`src/rtl/clkout_pkg.sv`:
```
package clkout_pkg;
	// Output structure: banks of 4, 4, 2 and 1 differential outputs
	localparam int NUM_DIFF = 11;
	localparam int NUM_BANK = 4;
	localparam int BANK_A = 0;
	localparam int BANK_B = 1;
	localparam int BANK_C = 2;
	localparam int BANK_D = 3;

	// Register byte offsets
	localparam logic [7:0] OFS_FRAC_CTRL = 8'h00;
	localparam logic [7:0] OFS_FRAC_FRACTION = 8'h04;
	localparam logic [7:0] OFS_BANK_CTRL = 8'h08;
	localparam logic [7:0] OFS_OUT_PWRDN = 8'h0c;
	localparam logic [7:0] OFS_STATUS = 8'h10;

	// Fractional control field positions
	localparam int FRAC_INT_LSB = 0;
	localparam int FRAC_POST_LSB = 4;
	localparam int FRAC_AUX_LSB = 8;
	localparam logic [9:0] FRAC_CTRL_RST = 10'h008;
	localparam logic [23:0] FRAC_FRACTION_RST = 24'h000000;
	localparam logic [3:0] INT_PART_MIN = 4'h5;

	// Bank control: one byte per bank
	localparam int BANK_STRIDE = 8;
	localparam int BIT_PIN_CTRL = 0;
	localparam int BIT_PWR_UP = 1;
	localparam int BIT_ENABLE = 2;
	localparam int RATIO_LSB = 4;
	localparam logic [31:0] BANK_CTRL_RST = 32'h07070707;
	localparam logic [10:0] OUT_PWRDN_RST = 11'h000;

	// Status field positions
	localparam int ST_EE_ADDR_LSB = 0;
	localparam int ST_EE_REQ = 7;
	localparam int ST_BANK_ON_LSB = 8;
	localparam int ST_CLK_LSB = 12;

	// Memory loader addresses picked by the bank B straps
	localparam logic [6:0] EE_ADDR_BASE = 7'h50;
	localparam logic [6:0] EE_ADDR_STEP = 7'h02;

	// Strap level codes: 2'b11 counts as middle (weak bias)
	localparam logic [1:0] LVL_LOW = 2'h0;
	localparam logic [1:0] LVL_MID = 2'h1;
	localparam logic [1:0] LVL_HIGH = 2'h2;

	typedef enum logic [1:0] {AUX_HIZ, AUX_DIV, AUX_BYP} aux_t;

	// Half period of the output in VCO cycles is (n + f/2^24) << sh
	typedef struct packed {
		logic [7:0] n;
		logic [23:0] f;
		logic [1:0] sh;
	} div_cfg_t;

	// Ratio table indexes
	localparam logic [3:0] RAT_16 = 4'h0;
	localparam logic [3:0] RAT_10 = 4'h1;
	localparam logic [3:0] RAT_8 = 4'h2;
	localparam logic [3:0] RAT_5 = 4'h3;
	localparam logic [3:0] RAT_20 = 4'h4;
	localparam logic [3:0] RAT_25 = 4'h5;
	localparam logic [3:0] RAT_50 = 4'h6;
	localparam logic [3:0] RAT_100 = 4'h7;
	localparam logic [3:0] RAT_18P75 = 4'h8;
	localparam logic [3:0] RAT_37P5 = 4'h9;
	localparam logic [3:0] RAT_75 = 4'ha;

	// Fixed divide ratios, independent of the VCO rate
	function automatic div_cfg_t ratio_cfg(input logic [3:0] idx);
		case (idx)
			RAT_10: return '{8'h05, 24'h000000, 2'h0};
			RAT_8: return '{8'h04, 24'h000000, 2'h0};
			RAT_5: return '{8'h02, 24'h800000, 2'h0};
			RAT_20: return '{8'h0a, 24'h000000, 2'h0};
			RAT_25: return '{8'h0c, 24'h800000, 2'h0};
			RAT_50: return '{8'h19, 24'h000000, 2'h0};
			RAT_100: return '{8'h32, 24'h000000, 2'h0};
			RAT_18P75: return '{8'h09, 24'h600000, 2'h0};
			RAT_37P5: return '{8'h09, 24'h600000, 2'h1};
			RAT_75: return '{8'h09, 24'h600000, 2'h2};
			default: return '{8'h08, 24'h000000, 2'h0};
		endcase
	endfunction

	// Output index to bank number
	function automatic logic [1:0] bank_of(input int i);
		return (i < 4) ? 2'd0 : (i < 8) ? 2'd1 : (i < 10) ? 2'd2 : 2'd3;
	endfunction
endpackage

```
`src/rtl/strap_if.sv`:
```
`timescale 1ns/1ns
interface strap_if;
	import clkout_pkg::*;
	logic [3:0] bank_off;
	logic [3:0] ratio [NUM_BANK];
	aux_t d_aux;
	logic d_use_reg;
	logic eeprom_req;
	logic [6:0] eeprom_addr;
	modport dec (output bank_off, ratio, d_aux, d_use_reg, eeprom_req, eeprom_addr);
	modport use_side (input bank_off, ratio, d_aux, d_use_reg, eeprom_req, eeprom_addr);
endinterface // strap_if

```
`src/rtl/strap_decode.sv`:
```
`timescale 1ns/1ns
module strap_decode import clkout_pkg::*; (
	// Strap pins, {pin1, pin0}, two-bit level each
	input wire logic [3:0] a_pins,
	input wire logic [3:0] b_pins,
	input wire logic [3:0] c_pins,
	input wire logic [3:0] d_pins,
	// Decoded selection
	strap_if.dec sd
);
	function automatic logic [3:0] pair_idx(input logic [3:0] p);
		logic [3:0] hi;
		logic [3:0] lo;
		hi = (p[3:2] == 2'h3) ? 4'(LVL_MID) : 4'(p[3:2]);
		lo = (p[1:0] == 2'h3) ? 4'(LVL_MID) : 4'(p[1:0]);
		return 4'(hi * 4'd3 + lo);
	endfunction

	// Common table for banks A to C, index 4 is power-down
	function automatic logic [3:0] abc_ratio(input logic [3:0] k);
		case (k)
			4'h0: return RAT_16;
			4'h1: return RAT_10;
			4'h2: return RAT_8;
			4'h3: return RAT_5;
			4'h5: return RAT_20;
			4'h6: return RAT_25;
			4'h7: return RAT_50;
			default: return RAT_100;
		endcase
	endfunction

	logic [3:0] ka, kb, kc, kd;
	assign ka = pair_idx(a_pins);
	assign kb = pair_idx(b_pins);
	assign kc = pair_idx(c_pins);
	assign kd = pair_idx(d_pins);

	always_comb begin
		sd.bank_off[0] = (ka == 4'h4);
		sd.bank_off[1] = (kb == 4'h4);
		sd.bank_off[2] = (kc == 4'h4);
		sd.ratio[0] = abc_ratio(ka);
		sd.ratio[1] = abc_ratio(kb);
		sd.ratio[2] = abc_ratio(kc);
		sd.eeprom_req = (ka == 4'h8);
		if (b_pins[3:2] == LVL_HIGH) begin
			sd.eeprom_addr = EE_ADDR_BASE + EE_ADDR_STEP * ((b_pins[1:0] == LVL_HIGH) ? 7'd3 : 7'd2);
		end else begin
			sd.eeprom_addr = EE_ADDR_BASE + ((b_pins[1:0] == LVL_HIGH) ? EE_ADDR_STEP : 7'h00);
		end
		// bank D decode, same process so each field has one writer
		sd.bank_off[3] = 1'b0;
		sd.d_aux = AUX_HIZ;
		sd.d_use_reg = 1'b0;
		sd.ratio[3] = RAT_16;
		case (kd)
			4'h1: sd.ratio[3] = RAT_20;
			4'h2: sd.ratio[3] = RAT_25;
			4'h3: begin
				sd.bank_off[3] = 1'b1;
				sd.d_aux = AUX_DIV;
				sd.ratio[3] = RAT_75;
			end
			4'h4, 4'h5: sd.bank_off[3] = 1'b1;
			4'h6: sd.ratio[3] = RAT_18P75;
			4'h7: sd.ratio[3] = RAT_37P5;
			4'h8: begin
				sd.d_aux = AUX_BYP;
				sd.d_use_reg = 1'b1;
			end
			default: sd.ratio[3] = RAT_16;
		endcase
	end
endmodule // strap_decode

```
`src/rtl/frac_divider.sv`:
```
`timescale 1ns/1ns
module frac_divider import clkout_pkg::*; (
	// Clock and reset; mclk stands in for the VCO
	input wire logic mclk,
	input wire logic rstn,
	// Control
	input wire logic run,
	input wire div_cfg_t cfg,
	// Divided clock level
	output logic clk_o
);
	logic [10:0] cnt_r, cnt_nxt;
	logic [23:0] acc_r, acc_nxt;
	logic out_r, out_nxt;
	logic [25:0] fs;
	logic [24:0] asum;
	logic [10:0] reload;

	assign fs = 26'({2'h0, cfg.f} << cfg.sh);
	assign asum = {1'b0, acc_r} + {1'b0, fs[23:0]};
	assign reload = 11'({3'h0, cfg.n} << cfg.sh) + 11'(fs[25:24]) + 11'(asum[24]);

	// Half-period counter; carries spread the fraction over periods
	always_comb begin
		cnt_nxt = cnt_r - 11'd1;
		acc_nxt = acc_r;
		out_nxt = out_r;
		if (!run) begin
			cnt_nxt = '0;
			acc_nxt = '0;
			out_nxt = 1'b0;
		end else if (cnt_r <= 11'd1) begin
			cnt_nxt = reload;
			acc_nxt = asum[23:0];
			out_nxt = !out_r;
		end
	end

	always_ff @(posedge mclk or negedge rstn) begin
		if (!rstn) begin
			cnt_r <= '0;
			acc_r <= '0;
			out_r <= 1'b0;
		end else begin
			cnt_r <= cnt_nxt;
			acc_r <= acc_nxt;
			out_r <= out_nxt;
		end
	end
	assign clk_o = out_r;
endmodule // frac_divider

```
`src/rtl/output_divider_pin_select.sv`:
```
`timescale 1ns/1ns
// How it works
// - Bank D rate is VCO over 2(int+frac)post
// - Integer part 4 bits, 5 to 15
// - Fraction is 24-bit unsigned, any value
// - Post-divider selects 1, 2 or 4
// - Powered-down outputs and auxiliary go high-Z
// - Strap mode: whole bank shares one setting
// - Straps never change stored registers
// - Registers power and enable each bank
// - Disabled: true low, complement high, divided aux low
// - Everything enabled after reset
// - Single-output power-down by register only
// - Strap ratios fixed, frequency follows VCO
// - Bank A strap table, HH memory load
// - Bank B strap table, HH ratio 100
// - Bank C uses bank B table
// - Bank D strap table with auxiliary modes
// - Memory load turns B straps into address
// - Straps are three-level, open reads middle
module output_divider_pin_select import clkout_pkg::*; (
	// Clock (VCO stand-in) and reset
	input wire logic mclk,
	input wire logic rstn,
	// APB slave
	input wire logic [7:0] paddr,
	input wire logic psel,
	input wire logic penable,
	input wire logic pwrite,
	input wire logic [31:0] pwdata,
	output logic [31:0] prdata,
	output logic pready,
	output logic pslverr,
	// Strap pins, {pin1, pin0}
	input wire logic [3:0] bank_a_strap_pins,
	input wire logic [3:0] bank_b_strap_pins,
	input wire logic [3:0] bank_c_strap_pins,
	input wire logic [3:0] bank_d_strap_pins,
	// Input reference for bypass
	input wire logic ref_in,
	// Differential outputs and CMOS auxiliary output
	output logic [3:0] bank_a_outputs,
	output logic [3:0] bank_a_outputs_n,
	output logic [3:0] bank_a_outputs_oe,
	output logic [3:0] bank_b_outputs,
	output logic [3:0] bank_b_outputs_n,
	output logic [3:0] bank_b_outputs_oe,
	output logic [1:0] bank_c_outputs,
	output logic [1:0] bank_c_outputs_n,
	output logic [1:0] bank_c_outputs_oe,
	output logic bank_d_diff_output,
	output logic bank_d_diff_output_n,
	output logic bank_d_diff_output_oe,
	output logic bank_d_cmos_aux_output,
	output logic bank_d_cmos_aux_output_oe,
	// Memory loader request
	output logic eeprom_load_req,
	output logic [6:0] eeprom_addr
);
	////////////////////////////////////////////////////////////////////////////////
	// Register file

	logic [9:0] frac_ctrl_r, frac_ctrl_nxt;
	logic [23:0] frac_fraction_r, frac_fraction_nxt;
	logic [31:0] bank_ctrl_r, bank_ctrl_nxt;
	logic [10:0] out_pwrdn_r, out_pwrdn_nxt;
	logic [31:0] prdata_r, prdata_nxt;
	logic [31:0] status;
	logic setup, wr, hit;
	logic [3:0] bank_clk;

	assign setup = psel && !penable;
	assign wr = psel && penable && pwrite;
	assign hit = (paddr == OFS_FRAC_CTRL) || (paddr == OFS_FRAC_FRACTION) ||
		(paddr == OFS_BANK_CTRL) || (paddr == OFS_OUT_PWRDN) || (paddr == OFS_STATUS);
	// Zero wait states; unmapped offsets answer with an error
	assign pready = penable;
	assign pslverr = psel && penable && !hit;
	assign prdata = prdata_r;

	always_comb begin
		frac_ctrl_nxt = frac_ctrl_r;
		frac_fraction_nxt = frac_fraction_r;
		bank_ctrl_nxt = bank_ctrl_r;
		out_pwrdn_nxt = out_pwrdn_r;
		prdata_nxt = prdata_r;
		if (wr) begin
			if (paddr == OFS_FRAC_CTRL) begin
				frac_ctrl_nxt = pwdata[9:0];
			end else if (paddr == OFS_FRAC_FRACTION) begin
				frac_fraction_nxt = pwdata[23:0];
			end else if (paddr == OFS_BANK_CTRL) begin
				bank_ctrl_nxt = pwdata;
			end else if (paddr == OFS_OUT_PWRDN) begin
				out_pwrdn_nxt = pwdata[10:0];
			end
		end
		// Read data fetched during setup, held through access
		if (setup) begin
			if (paddr == OFS_FRAC_CTRL) begin
				prdata_nxt = {22'h0, frac_ctrl_r};
			end else if (paddr == OFS_FRAC_FRACTION) begin
				prdata_nxt = {8'h0, frac_fraction_r};
			end else if (paddr == OFS_BANK_CTRL) begin
				prdata_nxt = bank_ctrl_r;
			end else if (paddr == OFS_OUT_PWRDN) begin
				prdata_nxt = {21'h0, out_pwrdn_r};
			end else if (paddr == OFS_STATUS) begin
				prdata_nxt = status;
			end else begin
				prdata_nxt = '0;
			end
		end
	end

	// Reset leaves all banks strap-driven and enabled
	always_ff @(posedge mclk or negedge rstn) begin
		if (!rstn) begin
			frac_ctrl_r <= FRAC_CTRL_RST;
			frac_fraction_r <= FRAC_FRACTION_RST;
			bank_ctrl_r <= BANK_CTRL_RST;
			out_pwrdn_r <= OUT_PWRDN_RST;
			prdata_r <= '0;
		end else begin
			frac_ctrl_r <= frac_ctrl_nxt;
			frac_fraction_r <= frac_fraction_nxt;
			bank_ctrl_r <= bank_ctrl_nxt;
			out_pwrdn_r <= out_pwrdn_nxt;
			prdata_r <= prdata_nxt;
		end
	end

	////////////////////////////////////////////////////////////////////////////////
	// Strap decode and per-bank selection

	strap_if sd ();
	strap_decode u_strap (
		.a_pins(bank_a_strap_pins),
		.b_pins(bank_b_strap_pins),
		.c_pins(bank_c_strap_pins),
		.d_pins(bank_d_strap_pins),
		.sd(sd.dec)
	);

	logic [3:0] pin_mode, bank_off, bank_dis, bank_run;
	div_cfg_t bank_cfg [NUM_BANK];
	div_cfg_t d_reg_cfg;
	logic [3:0] int_part;
	logic [1:0] post;
	aux_t reg_aux;

	// Integer part clamped to its legal floor
	assign int_part = frac_ctrl_r[FRAC_INT_LSB +: 4];
	assign post = frac_ctrl_r[FRAC_POST_LSB +: 2];
	assign reg_aux = aux_t'(frac_ctrl_r[FRAC_AUX_LSB +: 2]);
	assign d_reg_cfg.n = {4'h0, (int_part < INT_PART_MIN) ? INT_PART_MIN : int_part};
	assign d_reg_cfg.f = frac_fraction_r;
	assign d_reg_cfg.sh = (post == 2'h0) ? 2'h0 : (post == 2'h1) ? 2'h1 : 2'h2;

	// Strap mode or register mode per bank
	always_comb begin
		for (int k = 0; k < NUM_BANK; k++) begin
			// During a memory load banks A and B follow registers
			pin_mode[k] = bank_ctrl_r[k * BANK_STRIDE + BIT_PIN_CTRL] &&
				!(sd.eeprom_req && (k == BANK_A || k == BANK_B));
			if (pin_mode[k]) begin
				bank_off[k] = sd.bank_off[k];
				bank_dis[k] = 1'b0;
				bank_cfg[k] = (k == BANK_D && sd.d_use_reg) ? d_reg_cfg : ratio_cfg(sd.ratio[k]);
			end else begin
				bank_off[k] = !bank_ctrl_r[k * BANK_STRIDE + BIT_PWR_UP];
				bank_dis[k] = !bank_ctrl_r[k * BANK_STRIDE + BIT_ENABLE];
				bank_cfg[k] = (k == BANK_D) ? d_reg_cfg :
					ratio_cfg(bank_ctrl_r[k * BANK_STRIDE + RATIO_LSB +: 4]);
			end
			bank_run[k] = !bank_off[k] || (k == BANK_D && pin_mode[k] && sd.d_aux == AUX_DIV);
		end
	end

	// One divider per bank, all clocked from the VCO stand-in
	for (genvar g = 0; g < NUM_BANK; g++) begin : g_div
		frac_divider u_div (
			.mclk(mclk),
			.rstn(rstn),
			.run(bank_run[g]),
			.cfg(bank_cfg[g]),
			.clk_o(bank_clk[g])
		);
	end

	assign status = {16'h0, bank_clk, ~bank_off, sd.eeprom_req, sd.eeprom_addr};

	////////////////////////////////////////////////////////////////////////////////
	// Output drivers

	logic [10:0] q_r, q_nxt, qn_r, qn_nxt, oe_r, oe_nxt;
	logic aux_r, aux_nxt, aux_oe_r, aux_oe_nxt;
	logic ee_req_r, ee_req_nxt;
	logic [6:0] ee_addr_r, ee_addr_nxt;
	aux_t aux_mode;

	// Power-down wins over disable, disable over clock
	always_comb begin
		for (int i = 0; i < NUM_DIFF; i++) begin
			q_nxt[i] = 1'b0;
			qn_nxt[i] = 1'b0;
			oe_nxt[i] = 1'b0;
			if (!(bank_off[bank_of(i)] || (!pin_mode[bank_of(i)] && out_pwrdn_r[i]))) begin
				oe_nxt[i] = 1'b1;
				q_nxt[i] = !bank_dis[bank_of(i)] && bank_clk[bank_of(i)];
				qn_nxt[i] = bank_dis[bank_of(i)] || !bank_clk[bank_of(i)];
			end
		end
		// Auxiliary: divided clock, reference bypass or high-Z
		if (pin_mode[BANK_D]) begin
			aux_mode = sd.d_aux;
		end else if (bank_off[BANK_D] || out_pwrdn_r[NUM_DIFF - 1]) begin
			aux_mode = AUX_HIZ;
		end else begin
			aux_mode = reg_aux;
		end
		aux_oe_nxt = (aux_mode == AUX_DIV) || (aux_mode == AUX_BYP);
		aux_nxt = 1'b0;
		if (aux_mode == AUX_BYP) begin
			aux_nxt = ref_in;
		end else if (aux_mode == AUX_DIV && !(bank_dis[BANK_D] && !pin_mode[BANK_D])) begin
			aux_nxt = bank_clk[BANK_D];
		end
		ee_req_nxt = sd.eeprom_req;
		ee_addr_nxt = sd.eeprom_addr;
	end

	always_ff @(posedge mclk or negedge rstn) begin
		if (!rstn) begin
			q_r <= '0;
			qn_r <= '0;
			oe_r <= '0;
			aux_r <= 1'b0;
			aux_oe_r <= 1'b0;
			ee_req_r <= 1'b0;
			ee_addr_r <= '0;
		end else begin
			q_r <= q_nxt;
			qn_r <= qn_nxt;
			oe_r <= oe_nxt;
			aux_r <= aux_nxt;
			aux_oe_r <= aux_oe_nxt;
			ee_req_r <= ee_req_nxt;
			ee_addr_r <= ee_addr_nxt;
		end
	end

	assign bank_a_outputs = q_r[3:0];
	assign bank_a_outputs_n = qn_r[3:0];
	assign bank_a_outputs_oe = oe_r[3:0];
	assign bank_b_outputs = q_r[7:4];
	assign bank_b_outputs_n = qn_r[7:4];
	assign bank_b_outputs_oe = oe_r[7:4];
	assign bank_c_outputs = q_r[9:8];
	assign bank_c_outputs_n = qn_r[9:8];
	assign bank_c_outputs_oe = oe_r[9:8];
	assign bank_d_diff_output = q_r[10];
	assign bank_d_diff_output_n = qn_r[10];
	assign bank_d_diff_output_oe = oe_r[10];
	assign bank_d_cmos_aux_output = aux_r;
	assign bank_d_cmos_aux_output_oe = aux_oe_r;
	assign eeprom_load_req = ee_req_r;
	assign eeprom_addr = ee_addr_r;
endmodule // output_divider_pin_select

```
`config.mk`:
```
export PLATFORM = sky130hd
export DESIGN_NAME = output_divider_pin_select
export DESIGN_NICKNAME = d
export VERILOG_FILES = /design/src/rtl/clkout_pkg.sv /design/src/rtl/strap_if.sv /design/src/rtl/strap_decode.sv /design/src/rtl/frac_divider.sv /design/src/rtl/output_divider_pin_select.sv
export SDC_FILE = /design/constraint.sdc
export NUM_CORES = 1
export LEC_CHECK = 0
export BUFFER_PORTS_ARGS = -buffer_cell sky130_fd_sc_hd__buf_2
export CAP_MARGIN = 0
export CORE_MARGIN = 5
export CORE_UTILIZATION = 50
export CTS_BUF_LIST = sky130_fd_sc_hd__clkbuf_4 sky130_fd_sc_hd__clkbuf_8 sky130_fd_sc_hd__clkbuf_16
export DETAILED_ROUTE_END_ITERATION = 16
export PLACE_DENSITY_LB_ADDON = 0.15
export SYNTH_ARGS = -nofsm -noshare
export SYNTH_HDL_FRONTEND = slang
export SYNTH_SLANG_ARGS = --single-unit
```
`constraint.sdc`:
```
create_clock -name mclk -period 7.13 [get_ports mclk]
set_clock_uncertainty 0.2 [all_clocks]
set_input_delay 0.3565 -clock mclk [delete_from_list [all_inputs] [get_ports mclk]]
set_output_delay 0.3565 -clock mclk [all_outputs]
set_load 0.05 [all_outputs]
```
After elaboration in Yosys (flattened, before gate mapping)
Memories as Yosys holds them, arrays and structs flattened.
Cells that the tools add are included.
{ "totals": {"ff_bits": 296, "romBits": 1232, "input_bits": 62, "output_inout_bits": 77, "word_cells": 307, "mem_count": 7} }
{ "mem_list": {"columns": ["memory", "depth", "word_bits", "read_ports", "rd_ports_with_merged_regs", "wr", "line_no", "source"], "rows": [
  ["(name not given)", 16, 11, 1, 0, 0, "clkout_pkg.sv:73", "case (idx)"],
  ["(name not given)", 16, 11, 1, 0, 0, "clkout_pkg.sv:73", null],
  ["(name not given)", 16, 11, 1, 0, 0, "clkout_pkg.sv:73", null],
  ["(name not given)", 16, 11, 1, 0, 0, "clkout_pkg.sv:73", null],
  ["(name not given)", 16, 11, 1, 0, 0, "clkout_pkg.sv:73", null],
  ["(name not given)", 16, 11, 1, 0, 0, "clkout_pkg.sv:73", null],
  ["+1 memories", null, null, null, null, null, null, null]
]} }
{ "classes": {"addsub": 22, "n_mul": 4, "n_lt_le_gt_ge": 5, "n_eq_ne": 49, "shifts": 8, "n_mux": 100, "bitwise_logic": 4, "n_reduce_logical": 84} }
{ "op_table": {"columns": ["op", "n"], "rows": [
  ["two-way mux 24 bit", 8],
  ["two-way mux 34 bit", 5],
  ["<< shifter 24 x 2 -> 26 bit", 4],
  ["adder 24 x 24 -> 25 bit", 4],
  ["two-way mux 32 bit", 3],
  ["two-way mux 11 bit", 8],
  ["equality test 4 x 3 -> 1 bit (second input constant)", 16],
  ["case mux 3 bit (7 select lines)", 3],
  ["two-way mux 1 bit", 54],
  ["adder 11 x 1 -> 11 bit", 4],
  ["adder 11 x 2 -> 11 bit", 4],
  ["<= comparator 11 x 1 -> 1 bit (second input constant)", 4],
  ["<< shifter 8 x 2 -> 11 bit", 4],
  ["subtractor 11 x 1 -> 11 bit (second input constant)", 4],
  ["equality test 4 x 2 -> 1 bit (second input constant)", 8],
  ["two-way mux 16 bit", 2],
  ["two-way mux 2 bit", 13],
  ["zero test 1 bit", 25],
  ["logical AND 1 bit", 24],
  ["equality test 2 bit (second input constant)", 11],
  ["logical OR 1 bit", 22],
  ["case mux 4 bit (5 select lines)", 1],
  ["adder 4 bit", 4],
  ["equality test 4 x 1 -> 1 bit (second input constant)", 4],
  ["23 further kinds", 37]
]} }

Logic depth before layout (Yosys ltp)
{ "depth": {"ltp_word": 15, "mapped_depth": 34, "ltp_nobuf": 31} }

Modules after synthesis
From an unflattened synthesis, not the netlist that was laid out.
{ "unflattened": {"cells_unflattened": 2611, "area_unflattened_um2": 24040.6} }
{ "modules_own_cells": {"columns": ["module", "n_inst", "cells_each", "area_per_inst_um2", "seq_area_each_um2"], "rows": [
  ["frac_divider (g_div[0].u_div ...)", 3, 439, 3793.6, 900.9],
  ["output_divider_pin_select", 1, 721, 7871.3, 3819.9],
  ["frac_divider (g_div[3].u_div)", 1, 481, 4108.9, 900.9],
  ["strap_decode", 1, 92, 679.4, 0.0]
]} }

Worst setup path after synthesis
OpenSTA, ideal clock, no wires.
{ "synth_timing": {"path_kind": "input-to-reg", "start": "input bank_d_strap_pins[3]", "end": "register g_div[3].u_div.cnt_r[2]", "setup_ns": 0.094, "arrival_time_ns": 6.313, "required_ns": 6.836, "path_slack_ns": 0.523, "cell_stages": 29, "n_path_buf": 2, "path_cell_list": "or2_2 -> ha_1 -> ha_1 -> inv_1 -> fa_1 -> buf_1 -> xor2_1 -> and2_1 -> inv_1 -> ha_1 -> nand4_1 -> nand2_1 -> buf_1 -> mux4_2 -> and2_1 -> ha_1 -> or2_2 -> a31oi_1 -> a21oi_1 -> a221o_1 -> o41ai_2 -> o21ai_1 -> a21o_1 -> a21oi_1 -> fa_1 -> inv_1 -> ha_1 -> xor2_1 -> a211oi_1"} }
{ "synth_via": {"elab_chain_len": 14, "word_cells_on_any_way": 32, "cone_classes": "4 x add/sub; 1 x mul; 10 x eq/ne; 2 x shift; 10 x mux; 4 x reduce/logical; 1 x memory"} }
{ "synth_rtl": {"columns": ["element", "line_no", "source"], "rows": [
  ["start, declared", "output_divider_pin_select.sv:38", "input wire logic [3:0] bank_d_strap_pins,"],
  ["equality test 2 bit", "strap_decode.sv:14", "hi = (p[3:2] == 2'h3) ? 4'(LVL_MID) : 4'(p[3:2]);"],
  ["two-way mux 2 bit *", "strap_decode.sv:14", null],
  ["multiplier 4 x 2 -> 4 bit *", "strap_decode.sv:16", "return 4'(hi * 4'd3 + lo);"],
  ["adder 4 bit *", "strap_decode.sv:16", null],
  ["equality test 4 x 3 -> 1 bit, or another cell as far along", "strap_decode.sv:57", "case (kd)"],
  ["case mux 4 bit (5 select lines)", "strap_decode.sv:57", null],
  ["memory (16 x 11 bit)", null, null],
  ["two-way mux 34 bit", "output_divider_pin_select.sv:169", "bank_cfg[k] = (k == BANK_D && sd.d_use_reg) ? d_reg_cfg : ratio_cfg(sd.ratio[k]);"],
  ["two-way mux 34 bit", "output_divider_pin_select.sv:166", "if (pin_mode[k]) begin"],
  ["<< shifter 24 x 2 -> 26 bit / << shifter 8 x 2 -> 11 bit (equally long branches)", "frac_divider.sv:19, frac_divider.sv:21", null],
  ["adder 24 x 24 -> 25 bit / adder 11 x 2 -> 11 bit (equally long branches)", "frac_divider.sv:20, frac_divider.sv:21", null],
  ["adder 11 x 1 -> 11 bit", "frac_divider.sv:21", "assign reload = 11'({3'h0, cfg.n} << cfg.sh) + 11'(fs[25:24]) + 11'(asum[24]);"],
  ["two-way mux 11 bit", "frac_divider.sv:32", "end else if (cnt_r <= 11'd1) begin"],
  ["two-way mux 11 bit *", "frac_divider.sv:28", "if (!run) begin"],
  ["named net g_div[3].u_div.cnt_nxt[2]", "frac_divider.sv:12", "logic [10:0] cnt_r, cnt_nxt;"],
  ["end signal, assigned", "frac_divider.sv:45", "cnt_r <= cnt_nxt;"],
  ["end, declared", "frac_divider.sv:12", null]
]} }
The timed path passes the listed nets; every way through them passes the cells marked *.
A chain may end at the register's enable or synchronous reset.

Final worst setup path
{ "layout_timing": {"start": "input bank_d_strap_pins[3]", "end": "register g_div[3].u_div.cnt_r[4]"} }
Same word-level chain as after synthesis.

==> run_results.csv <==
group,metric,value,unit
placement,dp.cells,2065,
clock_network,clock_path_buffers,3,
clock_network,tritoncts,"built",
timing,finalSetupViolCount,0,
cells_and_area,drive_gt1_share,19.6,%
grt,grt_pass1_wl,62300,um
worst_setup_path,cp-start-kind,"primary input",
placement,dp_hpwl,27600,um
placement,port_buffers,135,
timing,slew_viol_final,0,
cells_and_area,fillers,2569,
logic_synthesis,postSynthAreaPerCell,9.21,um2
grt,grt_pass1_vias,11978,
clock_network,holdBufCountCts,38,
detailed_routing,avgRoutedWirePerCell,17.5,um
detailed_routing,via_per_inst,5.56,
timing,holdWs,116,ps
placement,placedInstanceArea,0.0158,mm2
cells_and_area,syn2layout_area_growth,16.1,%
timing,rsz0062_at_grt,"false",
logic_synthesis,ys_ff_latch,229,
logic_synthesis,synth_top_cell_by_area,"dfrtp_1",
power,finalPower,4.00,mW
cells_and_area,final_nets,1905,
worst_setup_path,setup.worst_path.end_class,"register",
timing,fmax,155,MHz
detailed_routing,drt-pass1-iter-count,5,
worst_setup_path,critPathRequiredTime,7320,ps
logic_synthesis,syn_inst,1607,
detailed_routing,drc,0,
logic_synthesis,synth-seq-area-share,38.8,%
worst_setup_path,cpMostUsedCell,"ha_1",
worst_hold_path,hold_path_class,"in2reg",
grt,antenna_found_initial,1,
floorplan,rows,63,
timing,tns,0,ps
clock_network,cts_resized,0,
grt,grt_remaining_overflow,0,
power,vdd_drop_max,0.183,mV
timing,final_hold_viol_count,0,
power,p_leak,8.17,nW
logic_synthesis,ys_top_cells_by_count,"dfrtp_1 (216), nand2_1 (174), nor2_1 (147), o21ai_0 (108), ha_1 (89)",
worst_setup_path,cp_max_fo,14,
worst_setup_path,slowest_delay,620,ps
worst_hold_path,holdPathStages,3,
worst_setup_path,critical-path-top-delay-family,"compound AO/OA/AOI/OAI gates",
logic_synthesis,synth_edf_count,0,
clock_network,cts_root_buf,"clkbuf_16",
detailed_routing,wl,37700,um
cells_and_area,final_area,0.0172,mm2
cells_and_area,stdcell_count,2154,
timing,slew_headroom,31.8,%
worst_setup_path,reg2reg_depth,23,
timing,tightestPinTransition,1020,ps
floorplan,dieArea,0.0331,mm2
detailed_routing,drt_iter0_drc,650,
timing,period_share,90.3,%
detailed_routing,vias,11980,
floorplan,die-height,182,um
floorplan,core,0.0294,mm2
clock_network,post_cts_buffers,0,
floorplan,die_w,182,um
worst_setup_path,path_buf_inv,4,
logic_synthesis,yosysTopAreaCellShare,36.5,%
clock_network,clock_sinks,229,
worst_setup_path,cp_slowest_cell,"fa_1",
status,status,"finished, final reports clean",
clock_network,htree_num_levels,1,
flow_run,drv_cap,0,
logic_synthesis,netlist_area,0.0148,mm2
worst_setup_path,path_class,"in2reg",
logic_synthesis,ys_async_sr_fraction,100,%
clock_network,insertion_delay,540,ps
floorplan,floorplan.initialDensity,50.3,%
logic_synthesis,yosysMostFrequentCell,"dfrtp_1",
logic_synthesis,synth_cell_types,86,
logic_synthesis,synth_area_leaders,"dfrtp_1 (37%), ha_1 (7.5%), mux2_2 (5.5%)",
power,p_per_area,233,mW/mm2
detailed_routing,ant_nets,0,
clock_network,cts_inserted_buffers,27,
floorplan,io-pin-count,139,
logic_synthesis,synth_ff_type,"dfrtp_1",
worst_setup_path,worstPathArrival,6620,ps
grt,grt_max_degree,118,
clock_network,clk_pin_slew_worst_paths,60,ps
logic_synthesis,synth_warnings,0,
placement,gp_congestion,0.928,
worst_setup_path,crit_cells,28,
timing,period_needed,6440,ps
grt,grtUsageTotal,22.5,%
[final timing paths]
path | startpoint | endpoint | slack (ps)
worst max register to register | bank_ctrl_r[24] | g_div[3].u_div.cnt_r[4] | 1300
worst max-delay path | bank_d_strap_pins[3] | g_div[3].u_div.cnt_r[4] | 690
max in group asynchronous | rstn | qn_r[9] | 4950
min in group asynchronous | rstn | g_div[3].u_div.cnt_r[8] | 290
worst min-delay path | paddr[4] | prdata[9] | 120
worst min register to register | prdata[27] | prdata[27] | 280
[metal layers]
| metal | track usage [%] | routed length (um) |
|---|---|---|
| met5 | 0 | 0 |
| met4 | 4.80 | 643 |
| met3 | 3.07 | 1830 |
| met2 | 37.9 | 17800 |
| met1 | 31.4 | 17400 |
[cells by family (layout without fill, tap and decap cells)]
kind of cell	after synthesis	after routing	share of synthesized area [%]
mux	112	112	8.35
buf+inv	168	322	4.67
compound gates	378	378	16.8
flops	229	229	38.8
fa+ha+maj	101	101	9.15
simple gates	542	542	17.7
xor+xnor	75	75	4.44
other cells	2	5	0.0507
[report_power, final]
group          total [mW]  internal [mW]  switching, mW
sequential           1.50           1.41         0.0912
combinational       0.985          0.382          0.604
clock                1.52          0.961          0.555
total                4.00           2.75           1.25
[registers in the layout, indices dropped and copies added, names as in the netlist]
register                   count
g_div.u_div.cnt_r             44
g_div.u_div.acc_r             33
bank_ctrl_r                   32
prdata                        32
frac_fraction_r               24
oe_r                          11
out_pwrdn_r                   11
q_r                           11
qn_r                          11
frac_ctrl_r                   10
g_div.u_div.clk_o              4
eeprom_addr                    3
bank_d_cmos_aux_output         1
bank_d_cmos_aux_output_oe      1
eeprom_load_req                1
[metrics by stage]
| stage | util, % | worst slack (ps) |
|---|---|---|
| CTS | 58.4 | 709 |
| finish | 58.4 | 695 |
| global placement | 53.8 | 228 |
| global route | 58.4 | 308 |
| detailed placement | 53.8 | 157 |
| floorplan | - | 523 |
[worst min-delay path, stage by stage]
cell     delay [ps]
buf_2           210
o22a_1          170
o21ai_0          80
[cell type report]
cell class | instances | area [um2] | share of cell area [%]
multi-input cells | 1212 | 8420 | 49.0
repair buffers | 198 | 1250 | 7.30
well taps | 390 | 488 | 2.84
clock inverters | 16 | 248 | 1.44
inverters | 74 | 278 | 1.62
clock buffers | 34 | 747 | 4.35
flip-flops and latches | 229 | 5750 | 33.4
diodes | 1 | 2.50 | 0.0146
[placed cells by master (no fill, tap or decap), drive strengths merged, types with 13 or more instances in the layout]
cell	count
nor2b	26
mux2	72
dlygate4sd3	38
xnor2	41
ha	89
clkbuf	34
nand3	28
and3	20
a21oi	81
nor3	35
a21o	23
dfstp	13
buf	160
inv	75
a211oi	42
nand2	174
nor2	147
dfrtp	216
a31oi	14
o21ai	114
nand2b	31
mux2i	38
and2	15
xor2	34
No activity file was read; power rests on OpenSTA's default activity.
